## config.mk

```make
export PLATFORM = sky130hd
export DESIGN_NAME = pos_sequencer
export DESIGN_NICKNAME = d
export VERILOG_FILES = /design/src/pos_pkg.sv /design/src/pos_sequencer.sv
export SDC_FILE = /design/constraint.sdc
export NUM_CORES = 1
export LEC_CHECK = 0
export BUFFER_PORTS_ARGS = -buffer_cell sky130_fd_sc_hd__buf_4
export CORE_MARGIN = 5
export CORE_UTILIZATION = 30
export CTS_CLUSTER_DIAMETER = 120
export DETAILED_ROUTE_END_ITERATION = 10
export HOLD_SLACK_MARGIN = 0.06
export MAX_ROUTING_LAYER = met4
export PLACE_DENSITY = 0.54
export SYNTH_ARGS = -nofsm -noshare
export SYNTH_HDL_FRONTEND = slang
export SYNTH_SLANG_ARGS = --single-unit
```

## constraint.sdc

```tcl
create_clock -name aclk -period 5.65 [get_ports aclk]
set_input_delay 0.2825 -clock aclk [delete_from_list [all_inputs] [get_ports aclk]]
set_output_delay 0.2825 -clock aclk [all_outputs]
set_load 0.01 [all_outputs]
```

## src/pos_pkg.sv

```systemverilog
// constants, types and register map of the power-on/off sequencer
//------------------------------------------------------------------
// Notes on behaviour
// - debounced button follows a falling edge after 50 ms, a rising edge at once
// - buck start order comes from the programmable converter sequence setting
// - bucks in the same start-up group start in the same step
// - each buck enable rises when its group starts ramping
// - power good only when every masked rail reports regulation
// - usb supply counts exactly like adapter supply for power-on decisions
// - the two linear regulators start with, after or before the bucks per setting
// - stand-by keeps all bucks and the system rail off
// - stand-by is left while adapter or usb supply is present
// - decision lasts one clock cycle, then wait-for-power-on (external) or power-on-1 (battery)
// - power-on-1 holds only while the button stays pressed low
// - hold-on request high moves power-on-1 to power-on-2
// - in power-on-2 only the hold-on request decides power-off
// - adapter and usb behave alike; battery alone takes its own path
// - powering off drops power good at once, ramps down reversed, rail last, then stand-by
// - on battery only a button falling edge leaves stand-by; hold-on is ignored
// - power-on-1 ramps the system rail first, settles, then starts groups in order
//------------------------------------------------------------------
package pos_pkg;

    //------------------------------------------------------------------
    // timing
    //------------------------------------------------------------------
    localparam int CLK_HZ       = 40_000_000;
    localparam int DEBOUNCE_MS  = 50;
    localparam int DEBOUNCE_CYC = DEBOUNCE_MS * (CLK_HZ / 1000);
    localparam int STEP_US      = 1000;
    localparam int STEP_CYC     = STEP_US * (CLK_HZ / 1_000_000);

    //------------------------------------------------------------------
    // register map
    //------------------------------------------------------------------
    localparam int         ADDR_W       = 8;
    localparam logic [7:0] ADDR_CONFIG  = 8'h00;
    localparam logic [7:0] ADDR_STATUS  = 8'h04;
    localparam logic [7:0] ADDR_IRQ_ST  = 8'h08;
    localparam logic [7:0] ADDR_IRQ_MSK = 8'h0C;
    localparam logic [1:0] RESP_OKAY    = 2'h0;
    localparam logic [1:0] RESP_SLVERR  = 2'h2;

    localparam int CFG_SEQ_LSB   = 0;
    localparam int CFG_ORDER_LSB = 4;
    localparam int CFG_MASK_LSB  = 8;

    localparam int ST_STATE_LSB = 0;
    localparam int ST_LEVEL_LSB = 3;
    localparam int ST_POWER_GOOD_FLAG     = 6;
    localparam int ST_BTN       = 7;
    localparam int ST_EXT       = 8;
    localparam int ST_HOLD      = 9;
    localparam int ST_SYS       = 10;

    localparam int IRQ_N        = 4;
    localparam int IRQ_POWER_GOOD_FLAG    = 0;
    localparam int IRQ_POFF     = 1;
    localparam int IRQ_STANDBY  = 2;
    localparam int IRQ_PRESS    = 3;

    //------------------------------------------------------------------
    // pins and sequencing
    //------------------------------------------------------------------
    localparam int         PIN_N      = 9;
    localparam int         PIN_BTN    = 0;
    localparam int         PIN_HOLD   = 1;
    localparam int         PIN_ADAPT  = 2;
    localparam int         PIN_USB    = 3;
    localparam int         PIN_BUCK   = 4;
    localparam int         PIN_LIN    = 7;
    localparam logic [8:0] PIN_RST    = 9'h001;

    localparam logic [1:0] ORDER_WITH   = 2'h0;
    localparam logic [1:0] ORDER_AFTER  = 2'h1;
    localparam logic [1:0] ORDER_BEFORE = 2'h2;

    localparam logic [2:0] SLOT_BEFORE = 3'h0;
    localparam logic [2:0] SLOT_GRP_X  = 3'h1;
    localparam logic [2:0] SLOT_GRP_Y  = 3'h2;
    localparam logic [2:0] SLOT_AFTER  = 3'h3;
    localparam logic [2:0] LVL_OFF     = 3'h0;
    localparam logic [2:0] LVL_SYS     = 3'h1;
    localparam logic [2:0] LVL_FULL    = 3'h5;
    localparam logic [2:0] LVL_SLOT0   = 3'h2;

    typedef enum logic [2:0] {
        ST_STANDBY  = 3'b000,
        ST_DECISION = 3'b001,
        ST_WAIT_PON = 3'b010,
        ST_PON1     = 3'b011,
        ST_PON2     = 3'b100,
        ST_POFF     = 3'b101
    } pos_state_e;

    typedef struct packed {
        logic [4:0] mask;
        logic [1:0] order;
        logic [2:0] seq;
    } pos_cfg_s;

    localparam pos_cfg_s CFG_RST = '{mask: 5'h07, order: 2'h0, seq: 3'h4};

endpackage : pos_pkg

```

## src/pos_sequencer.sv

```systemverilog
// power-on/off sequencer with axi4-lite register slave
//
// Our own choices: the AXI4-Lite slave port and the register offsets.
`timescale 1ns/1ps
module pos_sequencer
    import pos_pkg::*;
#(
    parameter int DEBOUNCE_CYCLES = DEBOUNCE_CYC,
    parameter int STEP_CYCLES     = STEP_CYC
) (
    input  wire logic              aclk,
    input  wire logic              aresetn,
    input  wire logic [ADDR_W-1:0] s_axi_awaddr,
    input  wire logic              s_axi_awvalid,
    output logic                   s_axi_awready,
    input  wire logic [31:0]       s_axi_wdata,
    input  wire logic [3:0]        s_axi_wstrb,
    input  wire logic              s_axi_wvalid,
    output logic                   s_axi_wready,
    output logic [1:0]             s_axi_bresp,
    output logic                   s_axi_bvalid,
    input  wire logic              s_axi_bready,
    input  wire logic [ADDR_W-1:0] s_axi_araddr,
    input  wire logic              s_axi_arvalid,
    output logic                   s_axi_arready,
    output logic [31:0]            s_axi_rdata,
    output logic [1:0]             s_axi_rresp,
    output logic                   s_axi_rvalid,
    input  wire logic              s_axi_rready,
    input  wire logic              button_in_n,
    input  wire logic              hold_on_req,
    input  wire logic              adapter_present,
    input  wire logic              usb_present,
    input  wire logic [2:0]        buck_in_regulation,
    input  wire logic [1:0]        linreg_in_regulation,
    output logic                   button_debounced_out,
    output logic                   system_rail,
    output logic                   buck1_enable,
    output logic                   buck2_enable,
    output logic                   buck3_enable,
    output logic                   linreg1_enable,
    output logic                   linreg2_enable,
    output logic                   power_good_flag,
    output logic                   irq
);

    //------------------------------------------------------------------
    // pin synchronisers
    //------------------------------------------------------------------
    logic [PIN_N-1:0] pin_raw;
    logic [PIN_N-1:0] sync1_reg;
    logic [PIN_N-1:0] sync2_reg;
    logic [PIN_N-1:0] sync3_reg;
    logic [PIN_N-1:0] pin_reg;

    assign pin_raw = {linreg_in_regulation, buck_in_regulation, usb_present,
                      adapter_present, hold_on_req, button_in_n};

    genvar gi;
    generate
        for (gi = 0; gi < PIN_N; gi++) begin : g_sync
            always_ff @(posedge aclk) begin
                if (!aresetn) begin
                    sync1_reg[gi] <= PIN_RST[gi];
                    sync2_reg[gi] <= PIN_RST[gi];
                    sync3_reg[gi] <= PIN_RST[gi];
                    pin_reg[gi]   <= PIN_RST[gi];
                end else begin
                    sync1_reg[gi] <= pin_raw[gi];
                    sync2_reg[gi] <= sync1_reg[gi];
                    sync3_reg[gi] <= sync2_reg[gi];
                    if (sync2_reg[gi] == sync3_reg[gi]) begin
                        pin_reg[gi] <= sync3_reg[gi];
                    end
                end
            end
        end
    endgenerate

    logic       btn_n;
    logic       hold_on;
    logic       ext_power;
    logic [4:0] rail_ok;

    assign btn_n     = pin_reg[PIN_BTN];
    assign hold_on   = pin_reg[PIN_HOLD];
    assign ext_power = pin_reg[PIN_ADAPT] | pin_reg[PIN_USB];
    assign rail_ok   = {pin_reg[PIN_LIN+1:PIN_LIN], pin_reg[PIN_BUCK+2:PIN_BUCK]};

    //------------------------------------------------------------------
    // button debounce
    //------------------------------------------------------------------
    logic        btn_prev_reg;
    logic        btn_fall;
    logic        deb_reg;
    logic        deb_next;
    logic [31:0] deb_cnt_reg;

    assign btn_fall = btn_prev_reg & ~btn_n;

    always_comb begin
        deb_next = deb_reg;
        if (btn_n) begin
            deb_next = 1'b1;
        end else if (deb_cnt_reg == 32'(DEBOUNCE_CYCLES - 1)) begin
            deb_next = 1'b0;
        end
    end

    always_ff @(posedge aclk) begin
        if (!aresetn) begin
            btn_prev_reg <= 1'b1;
            deb_reg      <= 1'b1;
            deb_cnt_reg  <= 32'h0;
        end else begin
            btn_prev_reg <= btn_n;
            deb_reg      <= deb_next;
            if (btn_n || !deb_reg) begin
                deb_cnt_reg <= 32'h0;
            end else begin
                deb_cnt_reg <= deb_cnt_reg + 32'h1;
            end
        end
    end

    //------------------------------------------------------------------
    // state machine
    //------------------------------------------------------------------
    pos_state_e  state_reg;
    pos_state_e  state_next;
    logic [2:0]  level_reg;
    logic [31:0] step_cnt_reg;
    logic        step_done;
    logic        powering_up;

    assign step_done   = step_cnt_reg == 32'(STEP_CYCLES - 1);
    assign powering_up = (state_reg == ST_PON1) || (state_reg == ST_PON2);

    always_comb begin
        state_next = state_reg;
        case (state_reg)
            ST_STANDBY: begin
                if (ext_power || btn_fall) begin
                    state_next = ST_DECISION;
                end
            end
            ST_DECISION: begin
                state_next = ext_power ? ST_WAIT_PON : ST_PON1;
            end
            ST_WAIT_PON: begin
                if (hold_on) begin
                    state_next = ST_PON2;
                end else if (!ext_power) begin
                    state_next = ST_STANDBY;
                end
            end
            ST_PON1: begin
                if (hold_on) begin
                    state_next = ST_PON2;
                end else if (btn_n) begin
                    state_next = ST_POFF;
                end
            end
            ST_PON2: begin
                if (!hold_on) begin
                    state_next = ST_POFF;
                end
            end
            ST_POFF: begin
                if (level_reg == LVL_OFF) begin
                    state_next = ST_STANDBY;
                end
            end
            default: begin
                state_next = ST_STANDBY;
            end
        endcase
    end

    always_ff @(posedge aclk) begin
        if (!aresetn) begin
            state_reg <= ST_STANDBY;
        end else begin
            state_reg <= state_next;
        end
    end

    //------------------------------------------------------------------
    // ramp level: rail first, then slots in order, reversed on the way down
    //------------------------------------------------------------------
    always_ff @(posedge aclk) begin
        if (!aresetn) begin
            level_reg    <= LVL_OFF;
            step_cnt_reg <= 32'h0;
        end else if (powering_up && level_reg != LVL_FULL) begin
            if (level_reg == LVL_OFF) begin
                level_reg    <= LVL_SYS;
                step_cnt_reg <= 32'h0;
            end else if (step_done) begin
                level_reg    <= level_reg + 3'h1;
                step_cnt_reg <= 32'h0;
            end else begin
                step_cnt_reg <= step_cnt_reg + 32'h1;
            end
        end else if (state_reg == ST_POFF && level_reg != LVL_OFF) begin
            if (step_done) begin
                level_reg    <= level_reg - 3'h1;
                step_cnt_reg <= 32'h0;
            end else begin
                step_cnt_reg <= step_cnt_reg + 32'h1;
            end
        end else begin
            step_cnt_reg <= 32'h0;
        end
    end

    //------------------------------------------------------------------
    // enables and power good
    //------------------------------------------------------------------
    pos_cfg_s   cfg_reg;
    logic [2:0] lin_slot;
    logic [4:0] en_next;
    logic       power_good_flag_next;

    always_comb begin
        case (cfg_reg.order)
            ORDER_AFTER:  lin_slot = SLOT_AFTER;
            ORDER_BEFORE: lin_slot = SLOT_BEFORE;
            default:      lin_slot = SLOT_GRP_X;
        endcase
    end

    generate
        for (gi = 0; gi < 3; gi++) begin : g_buck
            // one group bit per buck: all bucks with the same bit share a step
            assign en_next[gi] = level_reg >= ((cfg_reg.seq[gi] ? SLOT_GRP_Y : SLOT_GRP_X) + LVL_SLOT0);
        end
        for (gi = 3; gi < 5; gi++) begin : g_lin
            assign en_next[gi] = level_reg >= (lin_slot + LVL_SLOT0);
        end
    endgenerate

    assign power_good_flag_next = ((state_next == ST_PON1) || (state_next == ST_PON2))
                        && (level_reg == LVL_FULL)
                        && ((rail_ok | ~cfg_reg.mask) == 5'h1F);

    always_ff @(posedge aclk) begin
        if (!aresetn) begin
            system_rail     <= 1'b0;
            buck1_enable    <= 1'b0;
            buck2_enable    <= 1'b0;
            buck3_enable    <= 1'b0;
            linreg1_enable  <= 1'b0;
            linreg2_enable  <= 1'b0;
            power_good_flag <= 1'b0;
        end else begin
            system_rail     <= level_reg >= LVL_SYS;
            buck1_enable    <= en_next[0];
            buck2_enable    <= en_next[1];
            buck3_enable    <= en_next[2];
            linreg1_enable  <= en_next[3];
            linreg2_enable  <= en_next[4];
            power_good_flag <= power_good_flag_next;
        end
    end

    assign button_debounced_out = deb_reg;

    //------------------------------------------------------------------
    // interrupts
    //------------------------------------------------------------------
    logic [IRQ_N-1:0] irq_stat_reg;
    logic [IRQ_N-1:0] irq_mask_reg;
    logic [IRQ_N-1:0] irq_event;
    logic [IRQ_N-1:0] irq_clr;

    always_comb begin
        irq_event              = '0;
        irq_event[IRQ_POWER_GOOD_FLAG]   = power_good_flag_next & ~power_good_flag;
        irq_event[IRQ_POFF]    = (state_next == ST_POFF) && (state_reg != ST_POFF);
        irq_event[IRQ_STANDBY] = (state_next == ST_STANDBY) && (state_reg != ST_STANDBY);
        irq_event[IRQ_PRESS]   = deb_reg & ~deb_next;
    end

    always_ff @(posedge aclk) begin
        if (!aresetn) begin
            irq_stat_reg <= '0;
            irq          <= 1'b0;
        end else begin
            irq_stat_reg <= (irq_stat_reg & ~irq_clr) | irq_event;
            irq          <= |(((irq_stat_reg & ~irq_clr) | irq_event) & irq_mask_reg);
        end
    end

    //------------------------------------------------------------------
    // axi4-lite write channel
    //------------------------------------------------------------------
    logic [ADDR_W-1:0] aw_addr_reg;
    logic              aw_full_reg;
    logic [31:0]       w_data_reg;
    logic [3:0]        w_strb_reg;
    logic              w_full_reg;
    logic              do_wr;
    logic [31:0]       strb_mask;
    logic [31:0]       cfg_word;
    logic [31:0]       cfg_word_new;

    assign do_wr = aw_full_reg && w_full_reg && !s_axi_bvalid;
    assign strb_mask = {{8{w_strb_reg[3]}}, {8{w_strb_reg[2]}}, {8{w_strb_reg[1]}}, {8{w_strb_reg[0]}}};
    assign cfg_word = {19'h0, cfg_reg.mask, 2'h0, cfg_reg.order, 1'b0, cfg_reg.seq};
    assign cfg_word_new = (cfg_word & ~strb_mask) | (w_data_reg & strb_mask);
    assign irq_clr = (do_wr && aw_addr_reg == ADDR_IRQ_ST) ? (w_data_reg[IRQ_N-1:0] & strb_mask[IRQ_N-1:0]) : '0;

    always_ff @(posedge aclk) begin
        if (!aresetn) begin
            aw_full_reg   <= 1'b0;
            aw_addr_reg   <= '0;
            s_axi_awready <= 1'b0;
        end else if (s_axi_awvalid && s_axi_awready) begin
            aw_full_reg   <= 1'b1;
            aw_addr_reg   <= s_axi_awaddr;
            s_axi_awready <= 1'b0;
        end else if (do_wr) begin
            aw_full_reg <= 1'b0;
        end else if (!aw_full_reg && !s_axi_bvalid) begin
            s_axi_awready <= 1'b1;
        end
    end

    always_ff @(posedge aclk) begin
        if (!aresetn) begin
            w_full_reg   <= 1'b0;
            w_data_reg   <= 32'h0;
            w_strb_reg   <= 4'h0;
            s_axi_wready <= 1'b0;
        end else if (s_axi_wvalid && s_axi_wready) begin
            w_full_reg   <= 1'b1;
            w_data_reg   <= s_axi_wdata;
            w_strb_reg   <= s_axi_wstrb;
            s_axi_wready <= 1'b0;
        end else if (do_wr) begin
            w_full_reg <= 1'b0;
        end else if (!w_full_reg && !s_axi_bvalid) begin
            s_axi_wready <= 1'b1;
        end
    end

    always_ff @(posedge aclk) begin
        if (!aresetn) begin
            s_axi_bvalid <= 1'b0;
            s_axi_bresp  <= RESP_OKAY;
        end else if (do_wr) begin
            s_axi_bvalid <= 1'b1;
            case (aw_addr_reg)
                ADDR_CONFIG, ADDR_STATUS, ADDR_IRQ_ST, ADDR_IRQ_MSK: s_axi_bresp <= RESP_OKAY;
                default: s_axi_bresp <= RESP_SLVERR;
            endcase
        end else if (s_axi_bready) begin
            s_axi_bvalid <= 1'b0;
        end
    end

    always_ff @(posedge aclk) begin
        if (!aresetn) begin
            cfg_reg      <= CFG_RST;
            irq_mask_reg <= '0;
        end else if (do_wr && aw_addr_reg == ADDR_CONFIG) begin
            cfg_reg.seq   <= cfg_word_new[CFG_SEQ_LSB+:3];
            cfg_reg.order <= cfg_word_new[CFG_ORDER_LSB+:2];
            cfg_reg.mask  <= cfg_word_new[CFG_MASK_LSB+:5];
        end else if (do_wr && aw_addr_reg == ADDR_IRQ_MSK) begin
            irq_mask_reg <= (irq_mask_reg & ~strb_mask[IRQ_N-1:0]) | (w_data_reg[IRQ_N-1:0] & strb_mask[IRQ_N-1:0]);
        end
    end

    //------------------------------------------------------------------
    // axi4-lite read channel
    //------------------------------------------------------------------
    logic [31:0] status_word;
    logic [31:0] rd_word;
    logic [1:0]  rd_resp;

    always_comb begin
        status_word = 32'h0;
        status_word[ST_STATE_LSB+:3] = state_reg;
        status_word[ST_LEVEL_LSB+:3] = level_reg;
        status_word[ST_POWER_GOOD_FLAG]        = power_good_flag;
        status_word[ST_BTN]          = deb_reg;
        status_word[ST_EXT]          = ext_power;
        status_word[ST_HOLD]         = hold_on;
        status_word[ST_SYS]          = system_rail;
    end

    always_comb begin
        rd_resp = RESP_OKAY;
        case (s_axi_araddr)
            ADDR_CONFIG:  rd_word = cfg_word;
            ADDR_STATUS:  rd_word = status_word;
            ADDR_IRQ_ST:  rd_word = {{(32-IRQ_N){1'b0}}, irq_stat_reg};
            ADDR_IRQ_MSK: rd_word = {{(32-IRQ_N){1'b0}}, irq_mask_reg};
            default: begin
                rd_word = 32'h0;
                rd_resp = RESP_SLVERR;
            end
        endcase
    end

    always_ff @(posedge aclk) begin
        if (!aresetn) begin
            s_axi_arready <= 1'b0;
            s_axi_rvalid  <= 1'b0;
            s_axi_rdata   <= 32'h0;
            s_axi_rresp   <= RESP_OKAY;
        end else if (s_axi_arvalid && s_axi_arready) begin
            s_axi_arready <= 1'b0;
            s_axi_rvalid  <= 1'b1;
            s_axi_rdata   <= rd_word;
            s_axi_rresp   <= rd_resp;
        end else if (s_axi_rvalid) begin
            if (s_axi_rready) begin
                s_axi_rvalid <= 1'b0;
            end
        end else begin
            s_axi_arready <= 1'b1;
        end
    end

endmodule : pos_sequencer

```

==> results of run 1 <==
==> final cells by class <==
type	instances	area [um^2]	area share, %
multi-input cells	609	3730	41.3
flip-flops and latches	176	3520	39.0
clock inverters	15	183	2.02
well taps	330	413	4.57
repair buffers	86	668	7.39
inverters	26	97.6	1.08
clock buffers	17	425	4.71
==> worst max-delay path, cell delays in order (launching register included) <==
cell	delay, ns
dfxtp_1	0.37
ha_1	0.22
nand4_1	0.20
or2_2	0.36
nor4_1	0.64
or3b_1	0.96
nor2_1	0.11
==> kinds of logic (layout without fill, tap and decap cells) <==
| family | Yosys count | count (layout) |
|---|---|---|
| muxes | 19 | 19 |
| other | 1 | 21 |
| xor gates and xnor gates | 59 | 59 |
| buffers and inverters | 78 | 144 |
| adders and majority gates | 18 | 18 |
| and+or+nand+nor | 379 | 379 |
| DFF | 176 | 176 |
| AOI/OAI and AO/OA | 113 | 113 |
==> metal layers <==
metal | share of wire (%) | up-vias | track usage [%]
met2 | 45 | 91 | 18.0
met3 | 4.2 | 12 | 3.25
met5 | 0 | - | -
li1 | - | 2967 | -
met4 | 1.0 | 0 | 3.46
met1 | 50 | 2572 | 15.8
==> per-stage QoR <==
stage	setup WS (ns)	util, %
2_1_floorplan	3.52	-
3_3_place_gp	2.68	33.4
3_5_place_dp	2.60	33.4
4_1_cts	2.59	36.2
5_1_grt	2.33	36.2
6_report	2.61	36.2
==> cell usage in the layout (no fill, tap or decap), types with 18 or more instances in the layout <==
cell type / synthesis / layout
nand3_1: 41 / 41
a21boi_0: 37 / 37
o21ai_0: 25 / 25
buf_4: 22 / 77
ha_1: 18 / 18
xor2_1: 35 / 35
nor2b_1: 25 / 25
conb_1: 1 / 21
inv_1: 26 / 26
dfxtp_1: 176 / 176
nand2_1: 96 / 96
xnor2_1: 24 / 24
nor2_1: 90 / 90
and2_1: 33 / 33
==> worst max-delay path by stage <==
| stage | end | slack (ns) | depth (start not counted) |
|---|---|---|---|
| 2_1_floorplan | step_cnt_reg[24]$_SDFF_PN0_ | 3.52 | 8 |
| 6_report | step_cnt_reg[14]$_SDFF_PN0_ | 2.61 | 6 |
| 3_3_place_gp | step_cnt_reg[27]$_SDFF_PN0_ | 2.68 | 6 |
| 4_1_cts | step_cnt_reg[14]$_SDFF_PN0_ | 2.59 | 6 |
| 3_5_place_dp | step_cnt_reg[21]$_SDFF_PN0_ | 2.60 | 6 |
| 5_1_grt | step_cnt_reg[31]$_SDFF_PN0_ | 2.33 | 6 |
==> report_power, final <==
part / switching [mW] / internal, mW
Combinational: 0.0494 / 0.0516
Clock: 0.578 / 0.602
Sequential: 0.0147 / 1.26
Total: 0.642 / 1.91
==> impl_metrics.env, run 1 <==
export IMPL_place_gp_congestion=0.761
export IMPL_criticalPathCategory="reg2reg"
export IMPL_hold_buffers=9
export IMPL_port_buffers=73
export IMPL_yosysMostFrequentCell="dfxtp_1"
export IMPL_synthMuxAreaShare_pct=3.01
export IMPL_io_pins=118
export IMPL_antennaDiodeCount=0
export IMPL_die_h_um=169
export IMPL_slew_headroom_pct=25.5
export IMPL_postRouteAntennaNets=0
export IMPL_r2r_end="step_cnt_reg[14]$_SDFF_PN0_"
export IMPL_grt_overflow=0
export IMPL_r2r_cells=6
export IMPL_antenna_found_initial=0
export IMPL_drt_iter0_drc=255
export IMPL_crit_arrival_ns=3.31
export IMPL_synth_edf_count=0
export IMPL_synth_compound_area_share_pct=10.1
export IMPL_synth_xor_area_share_pct=6.84
export IMPL_start_util_pct=30.3
export IMPL_rsz0062_at_grt="false"
export IMPL_synth_seq_cells=176
export IMPL_yosys_top_cells_area="dfxtp_1, nand2_1, nor2_1"
export IMPL_post_dp_hpwl_mm=11.6
export IMPL_setup_tns_final_ns=0
export IMPL_cp_max_fo=32
export IMPL_cts_tree="yes"
export IMPL_r2r_start="step_cnt_reg[0]$_SDFF_PN0_"
export IMPL_path_clk_slew_ns=0.07
export IMPL_start_kind="register"
export IMPL_grt_pass1_wl_mm=27.2
export IMPL_track_usage_pct=11.9
export IMPL_r2r_slack_ns=2.61
export IMPL_final_fill_count=2619
export IMPL_synthCells=843
export IMPL_report_final_slew_viol_count=0
export IMPL_synth_largest_area_cell="dfxtp_1"
export IMPL_min_to="w_data_reg[5]$_SDFFE_PN0P_"
export IMPL_timing_hold_violations_final=0
export IMPL_yosys_warnings=0
export IMPL_vias_per_cell=4.48
export IMPL_cts_root_buf="clkbuf_16"
export IMPL_remaining_drc_errors=0
export IMPL_worstMarginPinSlew_ns=1.12
export IMPL_period_minus_slack_ns=3.04
export IMPL_rows=58
export IMPL_syn2layout_area_growth_pct=19.6
export IMPL_die_w_um=169
export IMPL_post_cts_buffers=0
export IMPL_clock_skew_ns=0.0125
export IMPL_final_layout_size_suffix_gt1_share_pct=12.8
export IMPL_critPathLaunch="step_cnt_reg[0]$_SDFF_PN0_"
export IMPL_drt_total_wl_mm=16.1
export IMPL_fin_crit_sh_pct=53.8
export IMPL_power_density_nw_per_um2=283
export IMPL_layout_cells_non_filler=1259
export IMPL_post_dp_cell_area_um2=8340
export IMPL_peakVddDrop_v=0.000150
export IMPL_core_um2=25000
export IMPL_yosysTopAreaCellShare_pct=46.6
export IMPL_clock_sinks=176
export IMPL_dp_cells=1218
export IMPL_htree_levels=4
export IMPL_hold_path_startpoint="s_axi_wdata[5]"
export IMPL_synth_simple_area_share_pct=25.4
export IMPL_post_synth_fa_ha_maj_area_fraction_pct=2.98
export IMPL_setup_viol=0
export IMPL_dr_pass1_iters=5
export IMPL_synth_seq_area_share_pct=46.6
export IMPL_cts_buffer_depth=2
export IMPL_hold_class="in2reg"
export IMPL_synthFlopType="dfxtp_1"
export IMPL_clock_fmax_mhz=329
export IMPL_final_cell_area_um2=9040
export IMPL_cts_resized_gates=0
export IMPL_required_ns=5.92
export IMPL_synthDistinctLibCells=58
export IMPL_synthesis_area_um2=7560
export IMPL_total_power_mw=2.56
export IMPL_min_path_cells=3
export IMPL_status="finished clean"
export IMPL_num_vias=5642
export IMPL_clk_insertion_delay_late_ns=0.43
export IMPL_wire_per_inst_um=12.8
export IMPL_grt_pass1_vias=5386
export IMPL_postSynthAreaPerCell_um2=8.96
export IMPL_async_flop_share_pct=0
export IMPL_cts_buffers=17
export IMPL_grt_max_degree=86
export IMPL_p_leak_nw=3.47
export IMPL_crit_path_end_kind="register"
export IMPL_cap_violations=0
export IMPL_dieArea_um2=28500
export IMPL_holdWs_ns=0.108
export IMPL_fin_nets=1002
export IMPL_synth_common_cells="dfxtp_1, nand2_1, nor2_1, nand3_1, a21boi_0"
export IMPL_synth_top_family_by_area="simple AND/OR/NAND/NOR gates"
(Power assumes the default switching activity.)
==> inputs of run 2 (changes only) <==
==> constraint.sdc (replaced) <==
create_clock -name aclk -period 3.1 [get_ports aclk]
set_input_delay 0.155 -clock aclk [delete_from_list [all_inputs] [get_ports aclk]]
set_output_delay 0.155 -clock aclk [all_outputs]
set_load 0.01 [all_outputs]
==> impl_metrics.env, run 2 (synthesis gave the netlist of run 1 again) <==
export IMPL_status="finished clean"
export IMPL_fin_crit_sh_pct=75.3
export IMPL_path_clk_slew_ns=0.08
export IMPL_regArea_um2=3520
export IMPL_cap_violations=0
export IMPL_report_final_slew_viol_count=0
export IMPL_post_dp_cell_area_um2=8360
export IMPL_num_vias=5787
export IMPL_p_leak_nw=3.60
export IMPL_timing_hold_violations_final=0
export IMPL_grt_pass1_wl_mm=27.8
export IMPL_hold_class="in2reg"
export IMPL_antennaDiodeCount=0
export IMPL_post_cts_buffers=0
export IMPL_track_usage_pct=12.3
export IMPL_syn2layout_area_growth_pct=23.9
export IMPL_slew_headroom_pct=53.7
export IMPL_r2r_cells=6
export IMPL_grt_max_degree=72
export IMPL_rsz0062_at_grt="false"
export IMPL_grt_busiest_layer="met2"
export IMPL_clock_sinks=176
export IMPL_utilization_pct=37.5
export IMPL_grt_pass1_vias=5554
export IMPL_setup_viol=0
export IMPL_holdWs_ns=0.0850
export IMPL_peakVddDrop_v=0.000270
export IMPL_cts_root_buf="clkbuf_16"
export IMPL_cts_tree="yes"
export IMPL_worstMarginPinSlew_ns=0.690
export IMPL_min_path_cells=3
export IMPL_post_dp_hpwl_mm=11.8
export IMPL_start_util_pct=30.3
export IMPL_met1_usage_pct=16.1
export IMPL_r2r_start="aw_addr_reg[7]$_SDFFE_PN0P_"
export IMPL_antenna_found_initial=0
export IMPL_min_to="aw_addr_reg[3]$_SDFFE_PN0P_"
export IMPL_vias_per_cell=4.48
export IMPL_layout_commonest_cell="dfxtp_1"
export IMPL_remaining_drc_errors=0
export IMPL_io_pins=118
export IMPL_wire_per_inst_um=12.8
export IMPL_period_minus_slack_ns=2.33
export IMPL_power_density_nw_per_um2=500
export IMPL_drt_total_wl_mm=16.6
export IMPL_groute_layer_met3_usage_pct=2.99
export IMPL_cts_buffer_depth=2
export IMPL_grt_overflow=0
export IMPL_criticalPathCategory="reg2reg"
export IMPL_clk_insertion_delay_late_ns=0.44
export IMPL_cts_resized_gates=0
export IMPL_rows=58
export IMPL_htree_levels=4
export IMPL_clock_skew_ns=0.0150
export IMPL_final_cell_area_um2=9360
export IMPL_clock_fmax_mhz=429
export IMPL_grt_met2_usage_pct=19.1
export IMPL_r2r_slack_ns=0.77
export IMPL_final_layout_size_suffix_gt1_share_pct=12.7
export IMPL_place_gp_congestion=0.767
export IMPL_dp_cells=1221
export IMPL_die_w_um=169
export IMPL_start_kind="register"
export IMPL_port_buffers=73
export IMPL_crit_path_end_kind="register"
export IMPL_cp_max_fo=5
export IMPL_cts_buffers=17
export IMPL_layout_cells_non_filler=1291
export IMPL_multiInputGateArea_um2=3730
export IMPL_setup_tns_final_ns=0
export IMPL_postRouteAntennaNets=0
export IMPL_layout_cells_most_common_list="dfxtp_1, nand2_1, nor2_1"
export IMPL_hold_buffers=38
export IMPL_core_um2=25000
export IMPL_required_ns=3.41
export IMPL_final_fill_count=2557
export IMPL_die_h_um=169
export IMPL_drt_iter0_drc=232
export IMPL_hold_path_startpoint="s_axi_awvalid"
export IMPL_dr_pass1_iters=4
export IMPL_fin_nets=1034
export IMPL_dieArea_um2=28500
export IMPL_r2r_end="irq$_SDFF_PN0_"
export IMPL_crit_arrival_ns=2.64
==> run 2: cell type report <==
| class | count | area share, % |
|---|---|---|
| Sequential cell | 176 | 37.6 |
| Inverter | 26 | 1.04 |
| Timing Repair Buffer | 118 | 10.5 |
| Multi-Input combinational cell | 609 | 39.8 |
| Clock buffer | 17 | 4.54 |
| Tap cell | 330 | 4.41 |
| Clock inverter | 15 | 2.06 |
==> run 2: metrics by stage <==
step | worst slack, ns | power, mW
2_1_floorplan | 0.970 | 2.49
3_3_place_gp | 0.750 | 2.55
3_5_place_dp | 0.762 | 2.56
4_1_cts | 0.737 | 4.75
5_1_grt | 0.535 | 4.88
6_report | 0.766 | 4.69
==> run 2: report_power, final <==
part / total, mW / switching (mW) / internal, mW / leakage, nW
Sequential: 2.32 / 0.0275 / 2.30 / 1.43
Combinational: 0.214 / 0.0969 / 0.117 / 1.88
Clock: 2.15 / 1.05 / 1.10 / 0.293
==> run 2: worst max-delay path, cell delays in order (launching register included) <==
cell and delay, ns:
dfxtp_1 0.32, or4_4 0.56, nor4_2 0.54, a21oi_1 0.14
a311o_1 0.34, a221oi_2 0.20, o41ai_1 0.10
==> run 2: worst max path at each step <==
stage | from | to | slack [ns] | cells after the start
floorplan | step_cnt_reg[0]$_SDFF_PN0_ | step_cnt_reg[24]$_SDFF_PN0_ | 0.97 | 8
global placement | aw_addr_reg[7]$_SDFFE_PN0P_ | irq$_SDFF_PN0_ | 0.75 | 6
detailed placement | aw_addr_reg[7]$_SDFFE_PN0P_ | irq$_SDFF_PN0_ | 0.76 | 6
CTS | aw_addr_reg[7]$_SDFFE_PN0P_ | irq$_SDFF_PN0_ | 0.74 | 6
global route | step_cnt_reg[0]$_SDFF_PN0_ | step_cnt_reg[14]$_SDFF_PN0_ | 0.53 | 8
finish | aw_addr_reg[7]$_SDFFE_PN0P_ | irq$_SDFF_PN0_ | 0.77 | 6
==> run 2: per-layer routing <==
metal / vias up / part of all wire [%]
li1: 3032 / -
met1: 2650 / 49
met2: 92 / 46
met3: 13 / 3.7
met4: 0 / 1.1
met5: - / 0
